==> src/verilog/wd_defines.svh <==
// Watchdog register offsets, field codes and timing constants
`ifndef WD_DEFINES_SVH
`define WD_DEFINES_SVH
`define WD_ADDR_CFG1 7'h36
`define WD_ADDR_CFG2 7'h37
`define WD_ADDR_STAT 7'h38
`define WD_ADDR_TRIG 7'h39
`define WD_TRIG_PATTERN 8'h55
`define WD_CFG1_RST 8'h42
`define WD_CFG2_RST 8'h41
`define WD_MODE_OFF 3'h1
`define WD_MODE_TOUT 3'h2
`define WD_MODE_WIN 3'h4
`define WD_DEV_STANDBY 2'h0
`define WD_DEV_NORMAL 2'h1
`define WD_DEV_SLEEP 2'h2
`define WD_STAT_W1C 8'h6E
`define WD_BIT_OFF 7
`define WD_BIT_CORRUPT_WRITE_FLAG 6
`define WD_BIT_ILL 5
`define WD_BIT_TRIGS 4
`define WD_BIT_OF 3
`define WD_BIT_OFSLP 2
`define WD_BIT_ETRIG 1
`define WD_CLK_NS 20
`define WD_HALF_MS_NS 500000
`define WD_LONG_WIN_MS 256
`endif

==> src/verilog/wd_pkg.sv <==
// Types shared by the watchdog design
package wd_pkg;
   typedef enum logic [1:0] {ST_LONG, ST_RUN, ST_PULSE} wd_state_t;
endpackage

==> src/verilog/window_watchdog_unit.sv <==
// Window and time-out watchdog with host reset and limp-home outputs
`timescale 1ns/1ps
`include "wd_defines.svh"

module window_watchdog_unit #(
   parameter int HALF_MS_CYCLES = `WD_HALF_MS_NS / `WD_CLK_NS,
   parameter logic [15:0] LONG_WIN_HALVES = 16'(2 * `WD_LONG_WIN_MS)
) (
   input wire logic core_clk_i, // Internal oscillator clock
   input wire logic resetn_i, // Async reset, active low
   input wire logic wr_en_i, // Register write strobe
   input wire logic [6:0] addr_i, // Register address
   input wire logic [7:0] wdata_i, // Write data
   input wire logic [1:0] dev_mode_i, // Device operating mode
   input wire logic limp_home_in_i, // Limp-home pin level
   output logic host_reset_out_n_o, // Host reset, low active
   output logic limp_home_out_o, // Limp-home drive level
   output logic limp_home_oe_o, // Limp-home drive enable
   output logic [7:0] config_reg_one_o, // First config register
   output logic [7:0] config_reg_two_o, // Second config register
   output logic [7:0] supervisor_status_reg_o // Status register
);

   function automatic logic code_ok(input logic [3:0] c);
      code_ok = (c == 4'h8) || (c == 4'h1) || (c == 4'h2) || (c == 4'hB) ||
                (c == 4'h4) || (c == 4'hD) || (c == 4'hE) || (c == 4'h7);
   endfunction

   // Period in half milliseconds, so the .5 prescale factors stay exact
   function automatic logic [15:0] period_halves(input logic [3:0] c, input logic [1:0] pre);
      logic [15:0] ms;
      logic [15:0] f;
      ms = 16'h0080;
      f = 16'h0002;
      case (c)
         4'h8: ms = 16'h0008;
         4'h1: ms = 16'h0010;
         4'h2: ms = 16'h0020;
         4'hB: ms = 16'h0040;
         4'hD: ms = 16'h0100;
         4'hE: ms = 16'h0400;
         4'h7: ms = 16'h1000;
         default: ms = 16'h0080;
      endcase
      case (pre)
         2'h1: f = 16'h0003;
         2'h2: f = 16'h0005;
         2'h3: f = 16'h0007;
         default: f = 16'h0002;
      endcase
      period_halves = 16'(ms * f);
   endfunction

   // Lower bound of each pulse range, rounded up to whole half milliseconds
   function automatic logic [15:0] pulse_halves(input logic [3:0] c);
      case (c)
         4'h8: pulse_halves = 16'h0002;
         4'h2: pulse_halves = 16'h0014;
         4'hB: pulse_halves = 16'h0028;
         4'h4: pulse_halves = 16'h0050;
         4'hD: pulse_halves = 16'h0078;
         4'hE: pulse_halves = 16'h00C8;
         4'h7: pulse_halves = 16'h012C;
         default: pulse_halves = 16'h0008;
      endcase
   endfunction

   wd_pkg::wd_state_t state, next_state;
   logic [31:0] half_cnt, next_half_cnt;
   logic [15:0] timer, next_timer;
   logic [15:0] pulse, next_pulse;
   logic [7:0] cfg1, next_cfg1;
   logic [7:0] cfg2, next_cfg2;
   logic [7:0] status, next_status;
   logic host_reset_out, next_host_reset_out;
   logic lh_oe, next_lh_oe;
   logic sleep_q;
   logic tick, cfg_wr, trig, stat_wr, standby, sleep, window_act, running;
   logic cfg_bad, fire;
   logic [15:0] period, limit;

   always_comb begin
      tick = (half_cnt == 32'(HALF_MS_CYCLES - 1));
      next_half_cnt = tick ? 32'h0000_0000 : half_cnt + 32'h0000_0001;
      cfg_wr = wr_en_i && (addr_i == `WD_ADDR_CFG1 || addr_i == `WD_ADDR_CFG2);
      trig = wr_en_i && addr_i == `WD_ADDR_TRIG && wdata_i == `WD_TRIG_PATTERN;
      stat_wr = wr_en_i && addr_i == `WD_ADDR_STAT;
      standby = dev_mode_i == `WD_DEV_STANDBY;
      sleep = dev_mode_i == `WD_DEV_SLEEP;
      window_act = cfg1[7:5] == `WD_MODE_WIN && dev_mode_i == `WD_DEV_NORMAL;
      running = cfg1[7:5] != `WD_MODE_OFF && (!sleep || cfg1[2]);
      period = period_halves(cfg2[7:4], cfg1[4:3]);
      limit = (state == wd_pkg::ST_LONG) ? LONG_WIN_HALVES : period;
      if (addr_i == `WD_ADDR_CFG1) begin
         cfg_bad = !(wdata_i[7:5] == `WD_MODE_OFF || wdata_i[7:5] == `WD_MODE_TOUT ||
                     wdata_i[7:5] == `WD_MODE_WIN);
      end else begin
         cfg_bad = !code_ok(wdata_i[7:4]) || !code_ok(wdata_i[3:0]);
      end
      next_state = state;
      next_timer = timer;
      next_pulse = pulse;
      next_cfg1 = cfg1;
      next_cfg2 = cfg2;
      next_host_reset_out = host_reset_out;
      next_lh_oe = lh_oe;
      fire = 1'b0;
      // Clear first so a same-cycle event below still sets its flag
      next_status = status & ~((stat_wr ? wdata_i : 8'h00) & `WD_STAT_W1C);
      case (state)
         wd_pkg::ST_PULSE: begin
            if (tick) begin
               next_pulse = pulse - 16'h0001;
            end
            if (tick && pulse == 16'h0001) begin
               next_host_reset_out = 1'b1;
               next_lh_oe = 1'b0;
               next_timer = 16'h0000;
               next_state = cfg1[1] ? wd_pkg::ST_LONG : wd_pkg::ST_RUN;
            end
         end
         default: begin
            if (tick && (state == wd_pkg::ST_LONG || running)) begin
               next_timer = timer + 16'h0001;
            end
            if (sleep && !sleep_q && cfg1[2]) begin
               next_timer = 16'h0000;
            end
            if (cfg_wr) begin
               if (!standby) begin
                  next_status[`WD_BIT_ILL] = 1'b1;
                  fire = 1'b1;
               end else if (cfg_bad) begin
                  next_status[`WD_BIT_CORRUPT_WRITE_FLAG] = 1'b1;
               end else begin
                  if (addr_i == `WD_ADDR_CFG1) begin
                     next_cfg1 = {wdata_i[7:1], 1'b0};
                  end else begin
                     next_cfg2 = wdata_i;
                  end
                  next_timer = 16'h0000;
               end
            end else if (trig) begin
               if (state == wd_pkg::ST_LONG) begin
                  next_state = wd_pkg::ST_RUN;
                  next_timer = 16'h0000;
               end else if (window_act && timer < (period >> 1)) begin
                  next_status[`WD_BIT_ETRIG] = 1'b1;
                  fire = 1'b1;
               end else begin
                  next_timer = 16'h0000;
               end
            end else if ((state == wd_pkg::ST_LONG || running) && timer >= limit) begin
               // Sleep overflow is the cyclic wake-up: host gets a reset
               if (sleep) begin
                  next_status[`WD_BIT_OFSLP] = 1'b1;
               end else begin
                  next_status[`WD_BIT_OF] = 1'b1;
               end
               fire = 1'b1;
            end
         end
      endcase
      if (fire) begin
         next_state = wd_pkg::ST_PULSE;
         next_pulse = pulse_halves(cfg2[3:0]);
         next_host_reset_out = 1'b0;
         next_lh_oe = 1'b1;
         next_timer = 16'h0000;
      end
      next_status[`WD_BIT_OFF] = next_cfg1[7:5] == `WD_MODE_OFF;
      next_status[`WD_BIT_TRIGS] = next_state == wd_pkg::ST_RUN && window_act && next_timer < (period >> 1);
      next_status[0] = 1'b0;
   end

   always_ff @(posedge core_clk_i or negedge resetn_i) begin
      if (!resetn_i) begin
         state <= wd_pkg::ST_LONG;
         half_cnt <= 32'h0000_0000;
         timer <= 16'h0000;
         pulse <= 16'h0000;
         cfg1 <= `WD_CFG1_RST;
         cfg2 <= `WD_CFG2_RST;
         status <= 8'h00;
         host_reset_out <= 1'b1;
         lh_oe <= 1'b0;
         sleep_q <= 1'b0;
      end else begin
         state <= next_state;
         half_cnt <= next_half_cnt;
         timer <= next_timer;
         pulse <= next_pulse;
         cfg1 <= next_cfg1;
         cfg2 <= next_cfg2;
         status <= next_status;
         host_reset_out <= next_host_reset_out;
         lh_oe <= next_lh_oe;
         sleep_q <= sleep;
      end
   end

   assign host_reset_out_n_o = host_reset_out;
   assign limp_home_oe_o = lh_oe;
   assign limp_home_out_o = 1'b0;
   assign config_reg_one_o = cfg1;
   assign config_reg_two_o = cfg2;
   assign supervisor_status_reg_o = status;
endmodule
==> config.mk <==
export PLATFORM = sky130hd
export DESIGN_NAME = window_watchdog_unit
export DESIGN_NICKNAME = d
export VERILOG_FILES = /design/src/verilog/wd_pkg.sv /design/src/verilog/window_watchdog_unit.sv
export VERILOG_INCLUDE_DIRS = /design/src /design/src/verilog
export SDC_FILE = /design/constraint.sdc
export NUM_CORES = 1
export LEC_CHECK = 0
export ABC_AREA = 1
export BUFFER_PORTS_ARGS = -buffer_cell sky130_fd_sc_hd__buf_4
export CAP_MARGIN = 20
export CELL_PAD_IN_SITES_DETAIL_PLACEMENT = 0
export CELL_PAD_IN_SITES_GLOBAL_PLACEMENT = 1
export CORE_ASPECT_RATIO = 0.75
export CORE_MARGIN = 2
export CORE_UTILIZATION = 40
export DETAILED_ROUTE_END_ITERATION = 6
export GPL_TIMING_DRIVEN = 0
export PLACE_DENSITY_LB_ADDON = 0.1
export REMOVE_ABC_BUFFERS = 1
export SYNTH_ARGS = -nofsm -noshare
export SYNTH_HDL_FRONTEND = slang
export SYNTH_SLANG_ARGS = --single-unit
==> constraint.sdc <==
create_clock -name core_clk_i -period 5.7 [get_ports core_clk_i]
set_input_delay 0.285 -clock core_clk_i [delete_from_list [all_inputs] [get_ports core_clk_i]]
set_output_delay 0.285 -clock core_clk_i [all_outputs]
set_load 0.02 [all_outputs]
Word level (Yosys, flattened, before mapping)

Cells that the tools add are included.

Mux-type cells: 60
Multipliers: 1
Reductions and logical operators: 48
Add/subtract/negate cells: 3
Order comparisons: 3
Bitwise operators: 5
Eq/ne operators: 50

Operators by type and width:

| cell                  | number |
|---|---|
| $mux 16               | 15 |
| $pmux 13 s7           | 1 |
| $eq 4x4->1 const B    | 16 |
| $pmux 9 s7            | 1 |
| $mux 8                | 5 |
| $add 32x1->32 const B | 1 |
| $eq 32x15->1 const B  | 1 |
| $lt 16x15->1          | 2 |
| $mux 32               | 1 |
| $eq 4x3->1 const B    | 7 |
| $eq 7x6->1 const B    | 4 |
| $mux 1                | 23 |
| $logic_or 1x1->1      | 20 |
| $mux 2                | 10 |
| $add 16x1->16 const B | 1 |
| $eq 16x1->1 const B   | 1 |
| $eq 4x2->1 const B    | 4 |
| $ge 16x16->1          | 1 |
| $mul 16x16->16        | 1 |
| $sub 16x1->16 const B | 1 |
| $logic_and 1x1->1     | 14 |
| $eq 4x1->1 const B    | 3 |
| $reduce_and 5->1      | 2 |
| $pmux 3 s3            | 1 |
| other kinds (16)      | 34 |

Bits in registers: 91
Word-level logic and storage cells: 181
Input port bits: 21
Output and inout bits: 27

Logic depth before layout (Yosys ltp)

Depth in word-level cells: 18
Mapped depth: 40
Gate-level depth less buffers: 39

Least setup slack after synthesis

OpenSTA, ideal clock, no wires.

Path type: reg-to-reg
Start: reg cfg2[6], in the netlist config_reg_two_o[6]
End: reg status[4], in the netlist supervisor_status_reg_o[4]
Cell stages (with the launch flop): 39
Library setup time: 0.071 ns
Slack: -0.038 ns
Data required time: 5.629 ns
Clock period less this slack: 5.738 ns
Buffers on the path: 1
Arrival: 5.666 ns
Cell sequence: dfstp_2 -> nor2_1 -> nand3_1 -> inv_1 -> nor4_1 -> nand2_1 -> fa_1 -> inv_1 -> ha_1 -> a21o_1 -> a31oi_1 -> o21ai_0 -> nand2_1 -> nand2_1 -> a21oi_1 -> o21ai_0 -> or2_2 -> nand3_1 -> [... 3 more ...] -> nand2_1 -> nand2_1 -> nand2_1 -> a21oi_2 -> nand3b_1 -> buf_2 -> o22ai_1 -> ha_1 -> o21a_1 -> o21ai_0 -> o211ai_1 -> nand2_1 -> nand2_1 -> nand3_1 -> nand2_1 -> a21oi_1 -> nand4_1 -> nor2_1

Elaborated cells on any way between the ends: 31
Those cells by class: mul (1); order compare (3); eq/ne (8); mux (15); reduce/logical (4)

RTL lines:

| element                                           | line                                                     | source |
|---|---|---|
| start: declaration                                | window_watchdog_unit.sv:73                               | `logic [7:0] cfg2, next_cfg2;` |
| start signal: assignment                          | window_watchdog_unit.sv:183                              | `` cfg2 <= `WD_CFG2_RST; `` |
| start signal: assignment                          | window_watchdog_unit.sv:194                              | `cfg2 <= next_cfg2;` |
| $eq 4x3->1, or another cell as far along          | window_watchdog_unit.sv:35                               | `case (c)` |
| $pmux 13 s7 (*)                                   | window_watchdog_unit.sv:35                               |  |
| $mul 16x16->16 (*)                                | window_watchdog_unit.sv:51                               | `period_halves = 16'(ms * f);` |
| $lt 16x15->1 or $mux 16 (tied branches)           | window_watchdog_unit.sv:147, window_watchdog_unit.sv:93  |  |
| $logic_and 1x1->1 or $ge 16x16->1 (tied branches) | window_watchdog_unit.sv:147, window_watchdog_unit.sv:153 |  |
| $mux 16, or another cell as far along             | window_watchdog_unit.sv:147                              | `end else if (window_act && timer < (period >> 1)) begin` |
| $mux 16, or another cell as far along             | window_watchdog_unit.sv:144                              | `if (state == wd_pkg::ST_LONG) begin` |
| $mux 16 or $mux 1 (tied branches)                 | window_watchdog_unit.sv:143                              | `end else if (trig) begin` |
| $mux 16 or $mux 1 (tied branches)                 | window_watchdog_unit.sv:129                              | `if (cfg_wr) begin` |
| $mux 16 or $mux 1 (tied branches)                 | window_watchdog_unit.sv:110                              | `case (state)` |
| $mux 16 (*)                                       | window_watchdog_unit.sv:164                              | `if (fire) begin` |
| named net next_timer[3]                           | window_watchdog_unit.sv:70                               | `logic [15:0] timer, next_timer;` |
| $lt 16x15->1 (*)                                  | window_watchdog_unit.sv:172                              | `` next_status[`WD_BIT_TRIGS] = next_state == wd_pkg::ST_RUN && window_act && next_timer < (period >> 1); `` |
| $logic_and 1x1->1 (*)                             | window_watchdog_unit.sv:172                              |  |
| named net next_status[4]                          | window_watchdog_unit.sv:74                               | `logic [7:0] status, next_status;` |
| end signal: assignment                            | window_watchdog_unit.sv:195                              | `status <= next_status;` |
| end: declaration                                  | window_watchdog_unit.sv:74                               |  |

Mark *: on every way through the listed nets, which the timed path passes. The rest lies on a longest branch.
A chain may end at the register's enable or synchronous reset.

Worst setup path in the final report

Ends and elaborated chain as after synthesis.

==> out/metrics.csv <==
stage,metric,value,unit
route,Via density,4.88,
setup_path,CP Class,flop to flop,
outcome,failing checks,negative setup slack,
sta,Final period util,104,%
floorplan,Die ar.,19000,sq um
global_routing,vias in the first global route,6088,
floorplan,die extent in x,158,microns
place,dpl hpwl,14100,microns
final_layout,area of the multi-input gates,4460,sq um
min_path,worst hold path type,input pin to flop,
final_layout,layout cells sized above 1,19.9,%
pwr,Max VDD drop,0.150,mV
clock_tree,CTS H-tree lvls,3,
final_layout,register area,2290,sq um
floorplan,DIE HEIGHT,120,microns
setup_path,Critical Path End Type,flop,
logic_synthesis,YS warnings,0,
place,Placed Cells,1251,
place,"worst slack, placed",-1.35,ns
sta,Final Worst Setup Slack,-0.256,ns
setup_path,cell mode on critical path,nand2_2,
floorplan,standard-cell rows,42,
sta,"Hold Vio Cnt, Final",0,
final_layout,fill count,1835,
sta,endpoints failing setup,1,
clock_tree,"CTS clk-pin slew, worst paths",0.07,ns
clock_tree,CTS Buffer Depth,2,
sta,unrepaired setup endpoints after global routing,true,
place,GP Congestion,0.807,
pwr,pwr/cell area,233,nW/um^2
sta,Slew HR,57.8,%
setup_path,Crit Path Max Fanout,6,
route,Post-DRT Antenna Nets,0,
setup_path,"slowest stage delay, CP",0.54,ns
logic_synthesis,Mean Syn Cell Area,7.32,sq um
final_layout,area grow syn2layout,20.0,%
route,routed len/inst,14.3,microns
setup_path,Crit path arrival time,6.23,ns
global_routing,largest net degree at the start of global routing,67,
setup_path,Worst EP required,5.97,ns
route,DRC,0,
route,via count,6311,
floorplan,Initial Util,40.7,%
global_routing,first-pass GRT wire length,31100,microns
logic_synthesis,"Cell Area, Synth",7140,sq um
global_routing,Congestion Overflow GR,0,
sta,Worst Skew,0.00965,ns
final_layout,NumNets Final,1127,
pwr,Pleak,4.24,nW
route,DR iter-0 viols,338,
sta,Tightest Pin Transition,0.628,ns
outcome,status,"complete, but fails checks",
logic_synthesis,Synth area leader,dfrtp_1,
floorplan,Placeable Area,17600,sq um
floorplan,I/O Pins,48,
clock_tree,CTS buffer count,9,
clock_tree,Worst-Skew Late Latency,0.35,ns
logic_synthesis,register area share after synthesis,32.0,%
global_routing,total track usage,20.6,%
final_layout,ant diodes,0,
final_layout,non-filler cells in the finished layout,1293,
run,Max Cap Viol,0,
logic_synthesis,"top cells by area, synth","dfrtp_1 (30%), nand2_1 (11%), ha_1 (9.6%)",
sta,count of pins over their slew limit,0,
place,Port Buf Inserts,43,
sta,post-layout min period,5.96,ns
sta,final setup TNS,-0.256,ns
sta,Peak Freq,168,MHz
logic_synthesis,Synth top area share,30.1,%
clock_tree,clk root buf,clkbuf_16,
clock_tree,Clock Sinks,91,
setup_path,CP startpoint kind,flop,
setup_path,Crit-path slowest cell,dfstp_2,
logic_synthesis,Synth Instances,975,
clock_tree,CTS tree,built,
logic_synthesis,#FFs+latches synth,91,
route,First-pass DRT Iterations,7,
global_routing,antenna violations before repair,0,
route,final WL,18500,microns
logic_synthesis,synth unique cells,48,
==> cell type report <==
cell class,instances,share of cell area [%]
multi-input combinational,708,52.0
sequential,91,26.7
inverter,166,7.33
timing repair buffer,70,6.86
tap,242,3.53
clock buffer,13,3.04
clock inverter,3,0.540
==> per-layer routing <==
metal | global-route usage, % | share of wire [%] | vias up
li1 | - | - | 3325
met1 | 33.5 | 57 | 2877
met2 | 27.6 | 38 | 99
met3 | 4.66 | 4.2 | 10
met4 | 3.38 | 0.62 | 0
met5 | 0 | 0 | -
==> cells in the final DEF, fill, tap and decap left out, types with 5 or more instances in the layout <==
| cell type | synthesis | final |
|---|---|---|
| xnor2_1 | 6 | 6 |
| buf_4 | 4 | 64 |
| o21ai_1 | 13 | 16 |
| dfstp_2 | 5 | 5 |
| a21oi_2 | 2 | 5 |
| ha_1 | 55 | 49 |
| nor2_2 | 10 | 10 |
| nor3_2 | 4 | 5 |
| o22ai_2 | 0 | 7 |
| nor2_1 | 88 | 88 |
| dfrtp_1 | 86 | 83 |
| o21ai_0 | 40 | 34 |
| inv_1 | 147 | 144 |
| fa_1 | 5 | 5 |
| inv_2 | 18 | 21 |
| clkbuf_16 | 0 | 9 |
| nand4_1 | 25 | 25 |
| nand2_2 | 10 | 17 |
| or2_2 | 7 | 5 |
| nor3_1 | 38 | 37 |
| o22ai_1 | 16 | 8 |
| nand3_1 | 50 | 45 |
| nor4_1 | 16 | 13 |
| nor2_4 | 5 | 5 |
| nor4_2 | 5 | 5 |
| ha_4 | 0 | 5 |
| nand2_1 | 214 | 207 |
| xor2_1 | 37 | 36 |
| a21oi_1 | 28 | 24 |
==> power by group <==
group	total (W)	internal [W]	leakage [nW]	switching, W
Combinational	0.000610	0.000240	2.89	0.000370
Sequential	0.000761	0.000701	1.21	0.0000600
Clock	0.000629	0.000366	0.146	0.000263
==> path summary, 6_finish.rpt <==
kind                                      from                         end  slack, ns  depth (start not counted)
setup / recovery           config_reg_two_o[6]  supervisor_status_reg_o[4]      -0.26                         39
hold / removal                      wdata_i[0]         config_reg_two_o[0]       0.20                          3
setup reg to reg           config_reg_two_o[6]  supervisor_status_reg_o[4]      -0.26                         39
hold reg to reg                    half_cnt[0]                 half_cnt[0]       0.47                          1
max in group asynchronous             resetn_i         config_reg_one_o[1]       4.60                          3
min in group asynchronous             resetn_i                    pulse[7]       0.40                          2
==> kinds of logic (layout without fill, tap and decap cells) <==
kind of cell	after synthesis	count (layout)	synth area share, %
and+or+nand+nor	488	488	32.8
buffers and inverters	178	252	9.81
AOI/OAI and AO/OA	114	114	9.04
DFF	91	91	32.0
adders and majority gates	60	60	11.0
xor gates and xnor gates	43	43	5.27
other	1	3	0.0525
==> critical path: cells and delay by family (launching register included) <==
| family | cells | cell delay, ns |
|---|---|---|
| adders and majority gates | 4 | 1.15 |
| buffers and inverters | 6 | 0.60 |
| and+or+nand+nor | 18 | 2.06 |
| DFF | 1 | 0.54 |
| AOI/OAI and AO/OA | 11 | 1.52 |
==> through the flow <==
| step | hold WS (ns) | total power, W | area (sq um) | util [%] |
|---|---|---|---|---|
| floorplan | -0.0106 | 0.00113 | 7080 | - |
| finish | 0.198 | 0.00200 | 8570 | 48.8 |
| global route | 0.219 | 0.00214 | 8570 | 48.8 |
| global placement | 0.456 | 0.00129 | 7700 | 43.9 |
| detailed placement | 0.230 | 0.00129 | 7730 | 44.0 |
| CTS | 0.180 | 0.00201 | 8450 | 48.1 |
==> sequential cells by signal, indices dropped and copies added (netlist names) <==
| name | count |
|---|---|
| host_reset_out_n_o | 1 |
| limp_home_oe_o | 1 |
| config_reg_two_o | 8 |
| sleep_q | 1 |
| state | 2 |
| supervisor_status_reg_o | 7 |
| config_reg_one_o | 7 |
| timer | 16 |
| pulse | 16 |
| half_cnt | 32 |
==> synthesized netlist by cell type, drive strengths merged <==
master and number:
nand2 227, inv 166, nor2 103, dfrtp 86, ha 55, o21ai 53
nand3 52, nor3 42, xor2 37, a21oi 30, nand4 28, nor4 22
o22ai 16, buf 9, or2 9, xnor2 6, dfstp 5, fa 5
o211ai 4, clkbuf 3, o21a 3, o31ai 3, a21o 2, nor3b 2
a211oi 1, a311oi 1, a31oi 1, and2 1, conb 1, nand3b 1
or3 1
==> timing repair <==
item / CTS / global route
setup buffers: 19 / 5
resized for setup: 44 / 21
setup endpoints to repair: 10 / 8
hold buffers: 1 / 0
gates cloned: 1 / 0
pin swaps: 21 / 26
hold endpoints to repair: 22 / 0
No activity file was read; power rests on OpenSTA's default activity.
